--- config.mk ---
export PLATFORM = sky130hd
export DESIGN_NAME = ptm_top
export DESIGN_NICKNAME = d
export VERILOG_FILES = /design/src/core/ptm_pkg.sv /design/src/core/ptm_top.sv
export SDC_FILE = /design/constraint.sdc
export NUM_CORES = 1
export LEC_CHECK = 0
export BUFFER_PORTS_ARGS = -buffer_cell sky130_fd_sc_hd__buf_2
export CAP_MARGIN = 20
export CELL_PAD_IN_SITES_DETAIL_PLACEMENT = 0
export CELL_PAD_IN_SITES_GLOBAL_PLACEMENT = 1
export CORE_UTILIZATION = 51
export DETAILED_ROUTE_END_ITERATION = 6
export PLACE_DENSITY = 0.91
export SYNTH_ARGS = -nofsm -noshare
export SYNTH_HDL_FRONTEND = slang
export SYNTH_HIERARCHICAL = 1
export SYNTH_SLANG_ARGS = --single-unit
export TNS_END_PERCENT = 100
--- constraint.sdc ---
create_clock -name i_clk -period 5.75 [get_ports i_clk]
set_input_delay 0.2875 -clock i_clk [delete_from_list [all_inputs] [get_ports i_clk]]
set_output_delay 0.2875 -clock i_clk [all_outputs]
set_load 0.01 [all_outputs]
--- src/core/ptm_pkg.sv ---
package ptm_pkg;
   // Register addresses on the management access port.
   localparam logic [11:0] ADDR_BASIC = 12'h000;
   localparam logic [11:0] ADDR_PHYC = 12'h010;
   localparam logic [11:0] ADDR_CU_EN = 12'h012;
   localparam logic [11:0] ADDR_CU_ST = 12'h013;
   localparam logic [11:0] ADDR_DSHIFT = 12'h014;
   localparam logic [11:0] ADDR_STC = 12'h016;
   localparam logic [11:0] ADDR_LOCK = 12'h017;
   localparam logic [11:0] ADDR_PLEN = 12'h01A;
   localparam logic [11:0] ADDR_GAP = 12'h01B;
   localparam logic [11:0] ADDR_PORTCFG = 12'h031;
   localparam logic [11:0] ADDR_ERRS = 12'h039;
   localparam logic [11:0] ADDR_BYTES = 12'h03A;
   localparam logic [11:0] ADDR_LMAP_WR = 12'h0A0;
   localparam logic [11:0] ADDR_LMAP_RD = 12'h0A1;
   localparam logic [11:0] ADDR_FB_EN = 12'hC18;
   localparam logic [11:0] ADDR_FB_ST = 12'hC19;
   // Field positions.
   localparam int BASIC_SWRST = 15;
   localparam int BASIC_MIILB = 14;
   localparam int BASIC_PDOWN = 11;
   localparam int PHYC_SLEEP = 8;
   localparam int STC_FAR = 0;
   localparam int STC_PCS = 1;
   localparam int STC_DIG = 2;
   localparam int STC_ANA = 3;
   localparam int STC_EXT = 4;
   localparam int STC_FWD = 5;
   localparam int STC_CONT = 6;
   localparam int STC_GEN = 7;
   localparam int STC_CHK = 8;
   localparam int STC_START = 9;
   localparam int LOCK_LOCKED = 0;
   localparam int LOCK_LOST = 1;
   localparam int LOCK_BUSY = 2;
   localparam int PORTCFG_MIRROR = 0;
   localparam int DS_EN = 0;
   localparam int DS_ENH = 1;
   localparam int DS_ATT = 2;
   localparam logic [1:0] SLEEP_ACTIVE = 2'h2;
   localparam logic [1:0] SLEEP_PASSIVE = 2'h3;
   // Reset values and checker lock thresholds.
   localparam logic [15:0] INT_EN_RST = 16'h0001;
   localparam logic [15:0] DS_RST = 16'h0010;
   localparam logic [15:0] PLEN_RST = 16'h0040;
   localparam logic [15:0] GAP_RST = 16'h000C;
   localparam logic [14:0] PRBS_SEED = 15'h7FFF;
   localparam logic [1:0] LOCK_MATCHES = 2'h2;
   localparam logic [2:0] LOSE_ERRS = 3'h4;

   typedef enum logic [2:0] {
      OP_COPPER = 3'h0,
      OP_FIBER = 3'h1,
      OP_R2S = 3'h2,
      OP_S2R = 3'h3,
      OP_MEDIA = 3'h4
   } ptm_op_t;

   typedef enum logic [1:0] {
      SPD_10 = 2'h0,
      SPD_100 = 2'h1,
      SPD_1000 = 2'h2
   } ptm_spd_t;

   typedef enum logic [1:0] {
      GEN_IDLE = 2'h0,
      GEN_PKT = 2'h1,
      GEN_GAP = 2'h3
   } ptm_gen_t;

   typedef struct packed {
      logic valid;
      logic [7:0] data;
   } ptm_byte_t;

   typedef struct packed {
      logic wr;
      logic rd;
      logic [11:0] addr;
      logic [15:0] wdata;
   } ptm_req_t;
endpackage : ptm_pkg

--- src/core/ptm_top.sv ---
`timescale 1ns/1ps
`default_nettype none

// Synchronous FIFO; the writer sees o_in_ready drop when full.
module ptm_fifo #(
   parameter int WIDTH = 8,
   parameter int DEPTH = 16
) (
   input wire logic i_clk, // Clock.
   input wire logic i_arst_n, // Async reset, active low.
   input wire logic i_in_valid, // Write request.
   output logic o_in_ready, // Not full.
   input wire logic [WIDTH-1:0] i_in_data, // Write data.
   output logic o_out_valid, // Not empty.
   input wire logic i_out_ready, // Read accept.
   output logic [WIDTH-1:0] o_out_data // Head word.
);
   localparam int AW = $clog2(DEPTH);
   logic [WIDTH-1:0] mem [DEPTH];
   logic [AW:0] wp_r, wp_nxt, rp_r, rp_nxt;
   logic push, pop;

   // Pointers carry an extra wrap bit so full and empty stay distinct.
   always_comb begin
      o_out_valid = (wp_r != rp_r);
      o_in_ready = (wp_r[AW-1:0] != rp_r[AW-1:0]) || (wp_r[AW] == rp_r[AW]);
      push = i_in_valid && o_in_ready;
      pop = o_out_valid && i_out_ready;
      wp_nxt = push ? wp_r + 1'b1 : wp_r;
      rp_nxt = pop ? rp_r + 1'b1 : rp_r;
      o_out_data = mem[rp_r[AW-1:0]];
   end

   always_ff @(posedge i_clk or negedge i_arst_n) begin
      if (!i_arst_n) begin
         wp_r <= '0;
         rp_r <= '0;
      end else begin
         wp_r <= wp_nxt;
         rp_r <= rp_nxt;
      end
   end

   // Storage has no reset; only words behind the write pointer are read.
   always_ff @(posedge i_clk) begin
      if (push) begin
         mem[wp_r[AW-1:0]] <= i_in_data;
      end
   end
endmodule : ptm_fifo

module ptm_top #(
   parameter int FIFO_DEPTH = 16
) (
   input wire logic i_clk, // 200 MHz clock.
   input wire logic i_arst_n, // Async reset, active low.
   input wire ptm_pkg::ptm_req_t i_req, // Management register request.
   output logic [15:0] o_rdata, // Read data, one cycle after rd.
   input wire ptm_pkg::ptm_op_t i_op_mode, // Operating mode.
   input wire ptm_pkg::ptm_spd_t i_speed, // Current speed.
   input wire logic i_power_down_pin, // Power-down pin, active high.
   input wire logic i_mirror_strap, // Mirror strap level.
   input wire logic i_partner_energy, // Link partner detected.
   input wire logic i_cd_energy, // Energy seen on pairs C and D.
   input wire logic i_gig_fail, // Gigabit link attempt failed, pulse.
   input wire logic i_fe_fail, // 100M link attempt failed, pulse.
   input wire logic i_link_up, // Link established, pulse.
   input wire logic [15:0] i_cu_events, // Copper status change pulses.
   input wire logic [15:0] i_fb_events, // Fiber status change pulses.
   input wire logic [15:0] i_lane_status, // Lane map read value.
   input wire ptm_pkg::ptm_byte_t i_mac_tx, // Byte from the MAC.
   output ptm_pkg::ptm_byte_t o_line_tx, // Byte toward the media.
   input wire ptm_pkg::ptm_byte_t i_line_rx, // Byte from the media.
   output logic o_line_rx_ready, // Receive buffer can take a byte.
   output ptm_pkg::ptm_byte_t o_mac_rx, // Byte toward the MAC.
   input wire logic i_mac_rx_ready, // MAC accepts the byte.
   output logic [4:0] o_loop, // One-hot {ext,ana,dig,pcs,mii}.
   output logic o_far_loop, // Far-end loop active.
   output logic o_int_n, // Interrupt, active low.
   output logic o_power_down, // Device powered down.
   output logic o_sleep, // Blocks powered down for sleep.
   output logic o_nlp_en, // Link pulses allowed.
   output logic [7:0] o_pair_map, // Source pair per port {D,C,B,A}.
   output logic o_polarity_inv, // Invert pair polarity.
   output logic [15:0] o_lane_map, // Lane map write value.
   output ptm_pkg::ptm_spd_t o_speed_limit // Highest speed allowed.
);
   import ptm_pkg::*;

   logic [15:0] basic_r, basic_nxt, phyc_r, phyc_nxt, cu_en_r, cu_en_nxt, fb_en_r, fb_en_nxt;
   logic [15:0] cu_st_r, cu_st_nxt, fb_st_r, fb_st_nxt, ds_r, ds_nxt, stc_r, stc_nxt;
   logic [15:0] plen_r, plen_nxt, gap_r, gap_nxt, portcfg_r, portcfg_nxt, lmap_r, lmap_nxt;
   logic [15:0] rdata_r, rdata_nxt;
   logic cu_rd_r, cu_rd_nxt, fb_rd_r, fb_rd_nxt, strap_r, strap_nxt, strap_done_r, strap_done_nxt;
   logic wr, rd, start, int_clear;
   logic [4:0] req, ok, loop;
   ptm_gen_t gen_r, gen_nxt;
   logic [15:0] gcnt_r, gcnt_nxt;
   logic [14:0] glfsr_r, glfsr_nxt, clfsr_r, clfsr_nxt, pred;
   logic locked_r, locked_nxt, lost_r, lost_nxt;
   logic [1:0] match_r, match_nxt;
   logic [2:0] bad_r, bad_nxt;
   logic [15:0] errs_r, errs_nxt, bytes_r, bytes_nxt;
   ptm_byte_t gen_byte, tx_src, rx_path, line_tx_nxt, line_tx_r, fifo_in;
   logic [2:0] fails_r, fails_nxt;
   ptm_spd_t lim_r, lim_nxt;
   logic fifo_valid;
   logic [7:0] fifo_data;

   // Eight steps of x^15+x^14+1; the low byte of the result is the emitted byte.
   function automatic logic [14:0] lfsr8(input logic [14:0] s);
      logic [14:0] v;
      v = s;
      for (int i = 0; i < 8; i++) begin
         v = {v[13:0], v[14] ^ v[13]};
      end
      return v;
   endfunction : lfsr8

   // Counter step: wraps in continuous mode, otherwise holds at all ones.
   function automatic logic [15:0] bump(input logic [15:0] c, input logic cont);
      return (cont || c != 16'hFFFF) ? c + 16'h0001 : c;
   endfunction : bump

   // Register file; a software reset returns every writable register to its default.
   always_comb begin
      wr = i_req.wr;
      rd = i_req.rd;
      basic_nxt = basic_r;
      phyc_nxt = phyc_r;
      cu_en_nxt = cu_en_r;
      fb_en_nxt = fb_en_r;
      ds_nxt = ds_r;
      stc_nxt = stc_r;
      plen_nxt = plen_r;
      gap_nxt = gap_r;
      portcfg_nxt = portcfg_r;
      lmap_nxt = lmap_r;
      start = 1'b0;
      if (wr) begin
         unique case (i_req.addr)
            ADDR_BASIC: basic_nxt = i_req.wdata;
            ADDR_PHYC: phyc_nxt = i_req.wdata;
            ADDR_CU_EN: cu_en_nxt = i_req.wdata;
            ADDR_FB_EN: fb_en_nxt = i_req.wdata;
            ADDR_DSHIFT: ds_nxt = i_req.wdata;
            ADDR_STC: begin
               stc_nxt = i_req.wdata & ~(16'h0001 << STC_START);
               start = i_req.wdata[STC_START];
            end
            ADDR_PLEN: plen_nxt = i_req.wdata;
            ADDR_GAP: gap_nxt = i_req.wdata;
            ADDR_PORTCFG: portcfg_nxt = i_req.wdata;
            ADDR_LMAP_WR: lmap_nxt = i_req.wdata;
            default: ;
         endcase
      end
      if (wr && i_req.addr == ADDR_BASIC && i_req.wdata[BASIC_SWRST]) begin
         basic_nxt = '0;
         phyc_nxt = '0;
         cu_en_nxt = INT_EN_RST;
         fb_en_nxt = INT_EN_RST;
         ds_nxt = DS_RST;
         stc_nxt = '0;
         plen_nxt = PLEN_RST;
         gap_nxt = GAP_RST;
         portcfg_nxt = '0;
         lmap_nxt = '0;
         start = 1'b1;
      end
      strap_nxt = strap_done_r ? strap_r : i_mirror_strap;
      strap_done_nxt = 1'b1;
   end

   // Read mux, registered; undecoded addresses read zero.
   always_comb begin
      rdata_nxt = rdata_r;
      if (rd) begin
         unique case (i_req.addr)
            ADDR_BASIC: rdata_nxt = basic_r;
            ADDR_PHYC: rdata_nxt = phyc_r;
            ADDR_CU_EN: rdata_nxt = cu_en_r;
            ADDR_CU_ST: rdata_nxt = cu_st_r;
            ADDR_FB_EN: rdata_nxt = fb_en_r;
            ADDR_FB_ST: rdata_nxt = fb_st_r;
            ADDR_DSHIFT: rdata_nxt = ds_r;
            ADDR_STC: rdata_nxt = stc_r;
            ADDR_LOCK: rdata_nxt = {13'h0000, gen_r != GEN_IDLE, lost_r, locked_r};
            ADDR_PLEN: rdata_nxt = plen_r;
            ADDR_GAP: rdata_nxt = gap_r;
            ADDR_PORTCFG: rdata_nxt = portcfg_r;
            ADDR_ERRS: rdata_nxt = errs_r;
            ADDR_BYTES: rdata_nxt = bytes_r;
            ADDR_LMAP_WR: rdata_nxt = lmap_r;
            ADDR_LMAP_RD: rdata_nxt = i_lane_status;
            default: rdata_nxt = 16'h0000;
         endcase
      end
   end

   // Sticky status; both status registers must be read before either clears.
   // A new event in the clearing cycle survives because the set is applied last.
   always_comb begin
      cu_rd_nxt = cu_rd_r | (rd && i_req.addr == ADDR_CU_ST);
      fb_rd_nxt = fb_rd_r | (rd && i_req.addr == ADDR_FB_ST);
      int_clear = cu_rd_nxt && fb_rd_nxt;
      if (int_clear) begin
         cu_rd_nxt = 1'b0;
         fb_rd_nxt = 1'b0;
      end
      cu_st_nxt = (int_clear ? 16'h0000 : cu_st_r) | i_cu_events;
      fb_st_nxt = (int_clear ? 16'h0000 : fb_st_r) | i_fb_events;
      o_int_n = !(|(cu_st_r & cu_en_r) || |(fb_st_r & fb_en_r));
   end

   // Loop availability by mode and speed, then the shallowest request wins.
   always_comb begin
      req = {stc_r[STC_EXT], stc_r[STC_ANA], stc_r[STC_DIG], stc_r[STC_PCS], basic_r[BASIC_MIILB]};
      ok = 5'h1F;
      ok[4] = (i_op_mode == OP_COPPER) && (i_speed != SPD_1000);
      unique case (i_op_mode)
         OP_COPPER: begin
            if (i_speed == SPD_10) ok[1] = 1'b0;
            if (i_speed == SPD_100) ok[0] = 1'b0;
         end
         OP_FIBER: begin
            if (i_speed == SPD_100) ok[1] = 1'b0;
            ok[3] = 1'b0;
         end
         OP_S2R: ok[4:1] = 4'h0;
         OP_R2S: begin
            ok[1] = 1'b0;
            ok[4] = 1'b0;
         end
         OP_MEDIA: begin
            if (i_speed != SPD_10) ok[0] = 1'b0;
            if (i_speed == SPD_100) ok[3] = 1'b0;
            ok[4] = 1'b0;
         end
         default: ok = 5'h00;
      endcase
      loop = req & ok;
      loop = loop & (~loop + 5'h01);
      o_loop = loop;
      o_far_loop = stc_r[STC_FAR] && (loop == 5'h00);
      o_power_down = basic_r[BASIC_PDOWN] || i_power_down_pin;
   end

   // Packet generator: packets of plen bytes separated by gap idle cycles.
   always_comb begin
      gen_nxt = gen_r;
      gcnt_nxt = gcnt_r;
      glfsr_nxt = glfsr_r;
      gen_byte = '0;
      if (!stc_r[STC_GEN] || o_power_down) begin
         gen_nxt = GEN_IDLE;
      end else begin
         unique case (gen_r)
            GEN_IDLE: begin
               gen_nxt = GEN_PKT;
               gcnt_nxt = plen_r;
            end
            GEN_PKT: begin
               glfsr_nxt = lfsr8(glfsr_r);
               gen_byte = '{valid: 1'b1, data: glfsr_nxt[7:0]};
               gcnt_nxt = gcnt_r - 16'h0001;
               if (gcnt_r <= 16'h0001) begin
                  gen_nxt = GEN_GAP;
                  gcnt_nxt = gap_r;
               end
            end
            GEN_GAP: begin
               gcnt_nxt = gcnt_r - 16'h0001;
               if (gcnt_r <= 16'h0001) begin
                  gen_nxt = GEN_PKT;
                  gcnt_nxt = plen_r;
               end
            end
            default: gen_nxt = GEN_IDLE;
         endcase
      end
   end

   // Data steering for near-end and far-end loops.
   always_comb begin
      tx_src = stc_r[STC_GEN] ? gen_byte : i_mac_tx;
      if (o_far_loop) tx_src = '0;
      rx_path = (|loop[3:0]) ? tx_src : i_line_rx;
      line_tx_nxt = (|loop[3:0]) ? ptm_byte_t'('0) : tx_src;
      if (o_far_loop) line_tx_nxt = i_line_rx;
      if (o_power_down || o_sleep) line_tx_nxt = '0;
      fifo_in = rx_path;
      if (o_far_loop) fifo_in.valid = i_line_rx.valid && stc_r[STC_FWD];
   end

   // Checker: loads received bytes until two predictions match, then locks and free-runs.
   always_comb begin
      clfsr_nxt = clfsr_r;
      locked_nxt = locked_r;
      lost_nxt = lost_r;
      match_nxt = match_r;
      bad_nxt = bad_r;
      errs_nxt = errs_r;
      bytes_nxt = bytes_r;
      pred = lfsr8(clfsr_r);
      if (start) begin
         locked_nxt = 1'b0;
         lost_nxt = 1'b0;
         match_nxt = '0;
         bad_nxt = '0;
         errs_nxt = '0;
         bytes_nxt = '0;
      end else if (stc_r[STC_CHK] && rx_path.valid) begin
         bytes_nxt = bump(bytes_r, stc_r[STC_CONT]);
         if (!locked_r) begin
            clfsr_nxt = {clfsr_r[6:0], rx_path.data};
            match_nxt = (pred[7:0] == rx_path.data) ? match_r + 2'h1 : 2'h0;
            locked_nxt = (match_nxt == LOCK_MATCHES);
            bad_nxt = '0;
         end else begin
            clfsr_nxt = pred;
            if (pred[7:0] != rx_path.data) begin
               errs_nxt = bump(errs_r, stc_r[STC_CONT]);
               bad_nxt = bad_r + 3'h1;
               if (bad_nxt == LOSE_ERRS) begin
                  locked_nxt = 1'b0;
                  lost_nxt = 1'b1;
                  match_nxt = '0;
               end
            end else begin
               bad_nxt = '0;
            end
         end
      end
   end

   // Downshift: count consecutive gigabit failures; enhanced mode can act sooner.
   always_comb begin
      fails_nxt = fails_r;
      lim_nxt = lim_r;
      if (!ds_r[DS_EN] || i_link_up) begin
         fails_nxt = '0;
         if (!ds_r[DS_EN]) lim_nxt = SPD_1000;
      end else if (i_gig_fail && lim_r == SPD_1000) begin
         fails_nxt = fails_r + 3'h1;
         if (fails_nxt >= ds_r[DS_ATT +: 3] || (ds_r[DS_ENH] && !i_cd_energy)) begin
            lim_nxt = SPD_100;
            fails_nxt = '0;
         end
      end else if (i_fe_fail && ds_r[DS_ENH] && lim_r == SPD_100) begin
         lim_nxt = SPD_10;
      end
   end

   // Sleep, mirroring and plain outputs driven from registers.
   always_comb begin
      o_sleep = !o_power_down && phyc_r[PHYC_SLEEP+1] && !i_partner_energy;
      o_nlp_en = !o_power_down && (!o_sleep || phyc_r[PHYC_SLEEP +: 2] == SLEEP_ACTIVE);
      o_polarity_inv = portcfg_r[PORTCFG_MIRROR] || strap_r;
      o_pair_map = o_polarity_inv ? 8'h1B : 8'hE4;
      o_lane_map = lmap_r;
      o_rdata = rdata_r;
      o_line_tx = line_tx_r;
      o_speed_limit = lim_r;
   end

   // Receive buffer toward the MAC; its ready throttles the line receive side.
   ptm_fifo #(.WIDTH(8), .DEPTH(FIFO_DEPTH)) u_rx_fifo (
      .i_clk(i_clk),
      .i_arst_n(i_arst_n),
      .i_in_valid(fifo_in.valid),
      .o_in_ready(o_line_rx_ready),
      .i_in_data(fifo_in.data),
      .o_out_valid(fifo_valid),
      .i_out_ready(i_mac_rx_ready),
      .o_out_data(fifo_data)
   );

   assign o_mac_rx = '{valid: fifo_valid, data: fifo_data};

   // State registers.
   always_ff @(posedge i_clk or negedge i_arst_n) begin
      if (!i_arst_n) begin
         basic_r <= '0;
         phyc_r <= '0;
         cu_en_r <= INT_EN_RST;
         fb_en_r <= INT_EN_RST;
         cu_st_r <= '0;
         fb_st_r <= '0;
         ds_r <= DS_RST;
         stc_r <= '0;
         plen_r <= PLEN_RST;
         gap_r <= GAP_RST;
         portcfg_r <= '0;
         lmap_r <= '0;
         rdata_r <= '0;
         cu_rd_r <= 1'b0;
         fb_rd_r <= 1'b0;
         strap_r <= 1'b0;
         strap_done_r <= 1'b0;
         gen_r <= GEN_IDLE;
         gcnt_r <= '0;
         glfsr_r <= PRBS_SEED;
         clfsr_r <= '0;
         locked_r <= 1'b0;
         lost_r <= 1'b0;
         match_r <= '0;
         bad_r <= '0;
         errs_r <= '0;
         bytes_r <= '0;
         line_tx_r <= '0;
         fails_r <= '0;
         lim_r <= SPD_1000;
      end else begin
         basic_r <= basic_nxt;
         phyc_r <= phyc_nxt;
         cu_en_r <= cu_en_nxt;
         fb_en_r <= fb_en_nxt;
         cu_st_r <= cu_st_nxt;
         fb_st_r <= fb_st_nxt;
         ds_r <= ds_nxt;
         stc_r <= stc_nxt;
         plen_r <= plen_nxt;
         gap_r <= gap_nxt;
         portcfg_r <= portcfg_nxt;
         lmap_r <= lmap_nxt;
         rdata_r <= rdata_nxt;
         cu_rd_r <= cu_rd_nxt;
         fb_rd_r <= fb_rd_nxt;
         strap_r <= strap_nxt;
         strap_done_r <= strap_done_nxt;
         gen_r <= gen_nxt;
         gcnt_r <= gcnt_nxt;
         glfsr_r <= glfsr_nxt;
         clfsr_r <= clfsr_nxt;
         locked_r <= locked_nxt;
         lost_r <= lost_nxt;
         match_r <= match_nxt;
         bad_r <= bad_nxt;
         errs_r <= errs_nxt;
         bytes_r <= bytes_nxt;
         line_tx_r <= line_tx_nxt;
         fails_r <= fails_nxt;
         lim_r <= lim_nxt;
      end
   end
endmodule : ptm_top

`default_nettype wire

==> summary.txt, run 1 <==
Power
  • Leakage Power: 10.19 nW
  • Switching power: roughly 2.3 mW
  • Cell Int Power: around 5.9 mW
  • Design Power: between 8 and 9 mW
  • Comb pwr share: 16.5%
  • Switching share of power: 27.94%
  • Clock power frac: roughly two fifths
  • Sequential share of power: a little over two fifths
  • PwrDens: 329.0 nW/um^2
  • VDD IR-drop max: approximately 250 uV

Outcome
  • Status: finished with violations
  • Failing checks: design-rule violations

Routing
  • Detailed Routing Iterations Pass 1: 7
  • Routed vias: ~18000
  • Overall routed net length: about 74000 um
  • Post-route ant nets: 0
  • DR vias/cell: roughly 6.5
  • Routed WL per cell: between 20 and 30 um
  • Residual DRC count: 9
  • DR iter-0 viols: 2981

Yosys
  • Syn_area_per_cell: 10.46 um^2
  • Synthesized instance count: 2078
  • Synth Flop Type: dfrtp_1
  • Compound-gate portion of the synthesized area: roughly 16%
  • Fraction of registers with async set/reset: between 70% and 80%
  • Synthesis-stage register bit count: between 400 and 500
  • Xor-xnor portion of the synthesized cell area: under 10%
  • Post-synth EDFFs: ~130
  • Sequential fraction of the synthesis area: between 50% and 60%
  • Unique masters post-synth: 93
  • Synth Area in Adders: 0.8637%
  • Simple-Gate Fraction of Synth Area: between 15 and 20%
  • Post-synthesis mux area share: under 10%
  • Synth warn: 6
  • Main combinational cell family by area after synthesis: compound AO/OA/AOI/OAI gates
  • Synth Cell Area: around 22000 um^2
  • Net Count, Synth: between 2000 and 2500

Floorplanning
  • Core area: ~42000 um^2
  • DIE AREA: roughly 43000 um^2
  • Initial Utilization: ~52%
  • Die X: roughly 210 um
  • Num ports: 183
  • Die height: 208.4 um
  • FP Rows: 75

CTS
  • Root buffer cell: clkbuf_16
  • Clk buf depth: 3
  • Cts bufs inserted: 47
  • Clk pin slew, worst setup/hold paths: roughly 0.070 ns
  • TritonCTS Sinks: 450
  • Cells resized by post-CTS repair: 0
  • Clock Latency Late Sink: 0.61 ns
  • CTS tree: done
  • H-tree depth: 2

Worst setup path
  • Critical-path cell list: nand4bb_2, o2bb2ai_1, nor2_1, a21oi_1, o211ai_1, nor2_1
  • Top cell by count, worst path: nor2_1
  • Crit path DAT: 4.30 ns
  • FF-to-FF End: u_rx_fifo/mem[12][5]
  • Worst r2r src: stc_r[7]
  • Worst Setup End Kind: flop
  • Critical Path Start Type: flop
  • Critical Path RT: between 5 and 6 ns
  • Setup slack, reg-to-reg: between 1.5 and 2 ns
  • Kind of critical path: reg2reg
  • Slowest cell on the critical path: nor2_1
  • Worst-path maximum fanout: 13
  • CP Launch Point: stc_r[7]
  • R2R cell count: 6
  • Crit path largest cell delay: between 0.9 and 1 ns

Min path
  • Hold_sp: i_line_rx[2]
  • Hold endpoint: o_line_tx[2]
  • Hold path cells: 3
  • Hold Path Class: in2reg

Place
  • Post-Place Cells: around 2700
  • Hpwl dp: 50410 um
  • Placer Congestion: roughly 0.98
  • I/O Buffers: ~180

Finish
  • FILL cells: roughly 3400
  • Share of cells above drive strength 1: 17.11%
  • Antenna diodes: 0
  • Reg area: roughly 12000 um^2
  • Area grow syn2layout: 15.18%
  • Area of the multi-input gates: 8957 um^2
  • Final core occ: 59.67%
  • Post-Layout Cell Count: between 2000 and 3000
  • Post-layout nets: 2361

Timing
  • Total negative slack: 0 ns
  • Hold Slack: between 0.015 and 0.02 ns
  • Final Skew: about 0.026 ns
  • Max Freq: 243.6 MHz
  • Final setup violation count: 0
  • Relative slew slack: 21.40%
  • Final Cycle Share: around 71%
  • Crit path time final: roughly 4.1 ns
  • Measured slew at the worst slew-check pin: approximately 1.2 ns
  • Final Hold Fails: 0
  • RSZ-0062 raised after global routing: false
  • Count of pins over their slew limit: 0

GRT
  • First-pass GRT wire length: 110200 um
  • Number of global-route vias before repair: 17460
  • Largest net degree at the start of global routing: between 150 and 200
  • Gr ovfl total: 0
  • Antenna violations before repair: 2
  • GRT Util Overall: approximately a third

Flow run
  • Max-cap violations: 0
layer usage:
| metal | up-vias | GRT usage [%] | routed length [um] |
|---|---|---|---|
| met4 | 4 | 19.31 | 4848 |
| met5 | - | 0 | 26 |
| met2 | 1312 | 51.53 | 32960 |
| li1 | 7870 | - | - |
| met1 | 8779 | 44.17 | 26670 |
| met3 | 289 | 9.192 | 9134 |
per-stage QoR:
step	worst slack (ns)	instance area (um^2)
2_1_floorplan	2.597	21730
3_3_place_gp	1.627	22900
3_5_place_dp	1.500	22930
4_1_cts	1.487	24980
5_1_grt	1.429	25030
6_report	1.645	25030
repair_timing:
action / CTS / global route
endpoints found under the hold margin: 138 / 0
hold buffers: 38 / 0
setup buffers: 0 / 0
layout by cell type (no fill, tap or decap), types with 40 or more instances in the layout:
cell type | netlist | layout
buf_2 | 15 | 181
clkbuf_16 | 0 | 48
o21ai_0 | 53 | 53
a21o_1 | 41 | 41
a22oi_1 | 75 | 75
inv_1 | 52 | 52
dfrtp_1 | 300 | 299
xnor2_1 | 58 | 58
nand2_1 | 374 | 374
nor2_1 | 120 | 118
a21oi_1 | 182 | 182
edfxtp_1 | 128 | 128
nor3_1 | 42 | 40
cells by family (layout without fill, tap and decap cells):
family,Yosys count,in the layout
adder cells (fa/ha/maj),15,15
multiplexers,84,84
AND/OR/NAND/NOR,720,720
other,1,1
buffers and inverters,203,398
flip-flops,450,450
AO/OA/AOI/OAI,535,535
XOR/XNOR,70,70
worst max-delay path: cells and delay by family, from the launching register on:
kind            cells  cell delay (ns)
simple gates        3             1.53
flops               1             0.82
compound gates      3             1.34
how the worst max path moves through the flow:
stage                                 to  slack [ns]  cells after the start
floorplan            u_rx_fifo/mem[2][0]        2.60                      9
global placement     u_rx_fifo/mem[4][4]        1.63                      8
detailed placement            clfsr_r[0]        1.50                     10
CTS                           clfsr_r[0]        1.49                     10
global route                  clfsr_r[6]        1.43                     11
finish              u_rx_fifo/mem[12][5]        1.64                      6
power groups by stage:
stage	logic (mW)	registers (mW)	clock network (mW)
6_report	1.36	3.61	3.27
4_1_cts	1.35	3.60	3.29
5_1_grt	1.45	3.62	3.41
3_3_place_gp	1.27	3.65	0
3_5_place_dp	1.31	3.66	0
2_1_floorplan	0.982	3.55	0
cell usage after synthesis, types with 27 or more instances:
cell type / number / area, um^2
a21o_1: 41 / 307.8
a21oi_1: 182 / 910.9
a222oi_1: 27 / 270.3
a22oi_1: 75 / 563.0
clkbuf_1: 108 / 405.4
dfrtp_1: 300 / 7507
edfxtp_1: 128 / 3844
inv_1: 52 / 195.2
mux2i_1: 34 / 340.3
nand2_1: 374 / 1404
nand3_1: 38 / 190.2
nor2_1: 120 / 450.4
nor3_1: 42 / 210.2
o21ai_0: 53 / 265.3
xnor2_1: 58 / 508.0
area by class of cell:
cell class,instances,share of cell area (%)
Clock buffer,60,5.259
Tap cell,539,2.694
Inverter,54,0.8098
Clock inverter,27,1.385
Timing Repair Buffer,257,6.399
Multi-Input combinational cell,1425,35.79
Sequential cell,450,47.67
state kept, by name, summed over array words and instances, names as in the netlist, 5 cells and up:
signal          count
u_rx_fifo/mem     128
cu_st_r            16
ds_r               16
o_rdata            16
plen_r             16
u_rx_fifo/wp_r      5
errs_r             16
portcfg_r          16
fb_st_r            16
gap_r              16
clfsr_r            15
fb_en_r            16
bytes_r            16
o_lane_map         16
u_rx_fifo/rp_r      5
cu_en_r            16
gcnt_r             16
basic_r            16
stc_r              15
phyc_r             16
glfsr_r            15
o_line_tx           9
Note: power is estimated with default switching activity, not from simulation.
==> run 2, diff against run 1 <==
Settings changed: CORE_UTILIZATION 51 to 48, PLACE_DENSITY 0.91 to 0.87.
Clock period 5.75 ns to 4.08 ns, I/O delays scaled along.
==> run 2 against run 1 <==
The flow still finishes with violations (design-rule violations). Fmax increased by 14%. Clock power increased by 46%. Wire length about the same. Cell count increased by 3.3%. Register-to-register slack got worse by 1.2 ns. First-iteration DRC count decreased by 19%. Worst hold slack improved by 0.014 ns. Count of clock-buffer cells in the layout increased by 6. Power increased by 43%. Clock skew decreased by 0.012 ns. Critical path type unchanged. Critical endpoint is now u_rx_fifo/mem[10][3]. Largest cell class unchanged. Largest power group unchanged.
==> summary.txt, run 2 (synthesized netlist as in run 1, its figures left out) <==
Finish
  • Post-Layout Cell Count: 2905 (+3.3%)
  • Share of cells above drive strength 1: 17.71% (+0.60 points)
  • Max reg flops: 128 (unchanged)
  • Leading cell types in the layout, fill and taps excluded: nand2_1 (374), dfrtp_1 (299), a21oi_1 (182)
  • Area grow syn2layout: 17.32%
  • Commonest non-fill, non-tap cell in the layout: nand2_1
  • FILL cells: 3730 (+10%)
  • Post-layout nets: 2396 (+1.5%)
  • Final core occ: 57.40% (-2.3 points)

Floorplanning
  • FP Rows: 77 (+2.7%)
  • Initial Utilization: 48.93% (-2.9 points)
  • DIE AREA: 46120 um^2 (+6.2%)
  • Die X: 214.8 um (+3.0%)
  • Die height: 214.8 um (+3.0%)
  • Num ports: 183 (unchanged)
  • Core area: 44410 um^2 (+5.9%)

Timing
  • Final Hold Fails: 0 (unchanged)
  • Final Skew: 0.01391 ns (-0.01190 ns)
  • Total negative slack: 0 ns (unchanged)
  • Hold Slack: 0.03378 ns (+0.01421 ns)
  • Count of pins over their slew limit: 0 (unchanged)
  • Measured slew at the worst slew-check pin: 0.9851 ns (-0.1895 ns)
  • Crit path time final: 3.602 ns (-0.5034 ns)
  • RSZ-0062 raised after global routing: false
  • Max Freq: 277.6 MHz (+14%)
  • Final Cycle Share: 88.29% (+17 points)
  • Final setup violation count: 0 (unchanged)
  • Relative slew slack: 32.63% (+11 points)

GRT
  • Number of global-route vias before repair: 17610 (+0.85%)
  • First-pass GRT wire length: 110500 um (+0.31%)
  • Antenna violations before repair: 4 (+2)
  • GRT busiest layer: met2
  • Largest net degree at the start of global routing: 130 (-22%)
  • GRT Util Overall: 31.89% (-2.1 points)
  • Met2 Use GR: 48.88% (-2.6 points)
  • Met1 usage: 41.38% (-2.8 points)
  • GR Util met3: 7.374% (-1.8 points)
  • Gr ovfl total: 0 (unchanged)

CTS
  • TritonCTS Sinks: 450 (unchanged)
  • Root buffer cell: clkbuf_16
  • Clk buf depth: 3 (unchanged)
  • Clock Latency Late Sink: 0.60 ns (about the same)
  • H-tree depth: 2 (unchanged)
  • CTS tree: done
  • Clk pin slew, worst setup/hold paths: 0.06 ns (about the same)
  • Cts bufs inserted: 49 (+4.3%)
  • Cells resized by post-CTS repair: 0 (unchanged)

Worst setup path
  • CP top delay family: compound AO/OA/AOI/OAI gates
  • Worst-path maximum fanout: 13 (unchanged)
  • Crit path largest cell delay: 0.74 ns (-0.21 ns)
  • Critical Path RT: 4.30 ns (-1.65 ns)
  • Critical-path cell list: nand4bb_2, o2bb2ai_1, nor2_1, a21oi_1, o211ai_1, nor2_1
  • Critical Path Stages: 6 (unchanged)
  • Slowest cell on the critical path: dfrtp_1
  • Crit path DAT: 3.83 ns (-0.47 ns)
  • Worst Setup End Kind: flop
  • R2R cell count: 6 (unchanged)
  • Worst path bufs/invs: 0 (unchanged)
  • Kind of critical path: reg2reg
  • Critical Path Start Type: flop
  • Top cell by count, worst path: nor2_1

Power
  • VDD IR-drop max: 474.7 uV (+88%)
  • Leakage Power: 10.40 nW (+2.1%)
  • Design Power: 11.76 mW (+43%)
  • PwrDens: 461.4 nW/um^2 (+40%)

Place
  • I/O Buffers: 182 (unchanged)
  • Placer Congestion: 0.9834 (+0.51%)
  • Hpwl dp: 51230 um (+1.6%)
  • Post-Place Cells: 2758 (+2.9%)

Routing
  • Routed WL per cell: 25.37 um (-3.1%)
  • Residual DRC count: 2 (-7)
  • Routed vias: 18360 (+0.59%)
  • Overall routed net length: 73690 um (about the same)
  • DR vias/cell: 6.320 (-2.6%)
  • Detailed Routing Iterations Pass 1: 7 (unchanged)
  • DR iter-0 viols: 2406 (-19%)
  • Post-route ant nets: 0 (unchanged)

Outcome
  • Status: finished with violations
  • Failing checks: design-rule violations

Min path
  • Hold Path Class: in2reg
  • Hold path cells: 3 (unchanged)

Flow run
  • Max-cap violations: 0 (unchanged)
-- run 2: changes by cell type in the layout (fill, tap and decap cells not counted), sizes merged --
cell         before  now
buf             217  238
diode             0    4
clkbuf           62   66
clkinvlp          7    4
dlygate4sd3      38   52
-- run 2: worst register-to-register path, cell delays in order, from the launching register on --
cell,delay [ns]
dfrtp_1,0.74
nand4bb_2,0.46
o2bb2ai_1,0.40
nor2_1,0.07
a21oi_1,0.58
o211ai_1,0.35
nor2_1,0.64
-- run 2: cell type report --
| class | count | area, um^2 | area share [%] |
|---|---|---|---|
| diodes | 4 | 10.01 | 0.03926 |
| well taps | 592 | 740.7 | 2.906 |
| flip-flops and latches | 450 | 11930 | 46.80 |
| inverters | 54 | 202.7 | 0.7951 |
| clock inverters | 24 | 336.6 | 1.320 |
| repair buffers | 290 | 1919 | 7.529 |
| multi-input cells | 1425 | 8952 | 35.12 |
| clock buffers | 66 | 1401 | 5.497 |
-- run 2: final timing paths --
kind	from	endpoint	slack (ns)
setup / recovery	stc_r[7]	u_rx_fifo/mem[10][3]	0.48
max in group asynchronous	i_arst_n	errs_r[9]	2.67
hold / removal	i_req[13]	stc_r[13]	0.03
hold reg to reg	clfsr_r[3]	clfsr_r[3]	0.48
min in group asynchronous	i_arst_n	fb_st_r[3]	0.19
setup reg to reg	stc_r[7]	u_rx_fifo/mem[10][3]	0.48
-- run 2: power breakdown --
group / total (mW) / leakage (nW) / internal [mW] / switching [mW]
clock network: 4.77 / 0.845 / 2.86 / 1.90
logic: 1.95 / 4.19 / 0.825 / 1.12
registers: 5.05 / 5.37 / 4.85 / 0.203
total: 11.8 / 10.4 / 8.54 / 3.23
-- run 2: timing repair --
item | 4_1_cts | 5_1_grt
buffers inserted | 0 | 0
hold buffers | 52 | 0
hold endpoints to repair | 152 | 0
-- run 2: layer usage --
| layer | vias to the layer above | wire [um] |
|---|---|---|
| met1 | 9088 | 27660 |
| met4 | 0 | 4775 |
| li1 | 7948 | - |
| met5 | - | 0 |
| met3 | 249 | 7664 |
| met2 | 1076 | 33590 |
-- run 2: per-stage QoR --
step	setup WS, ns	instance area, um^2
2_1_floorplan	1.011	21730
3_3_place_gp	0.6923	23200
3_5_place_dp	0.5450	23200
4_1_cts	0.5485	25460
5_1_grt	0.1845	25490
6_report	0.4779	25490
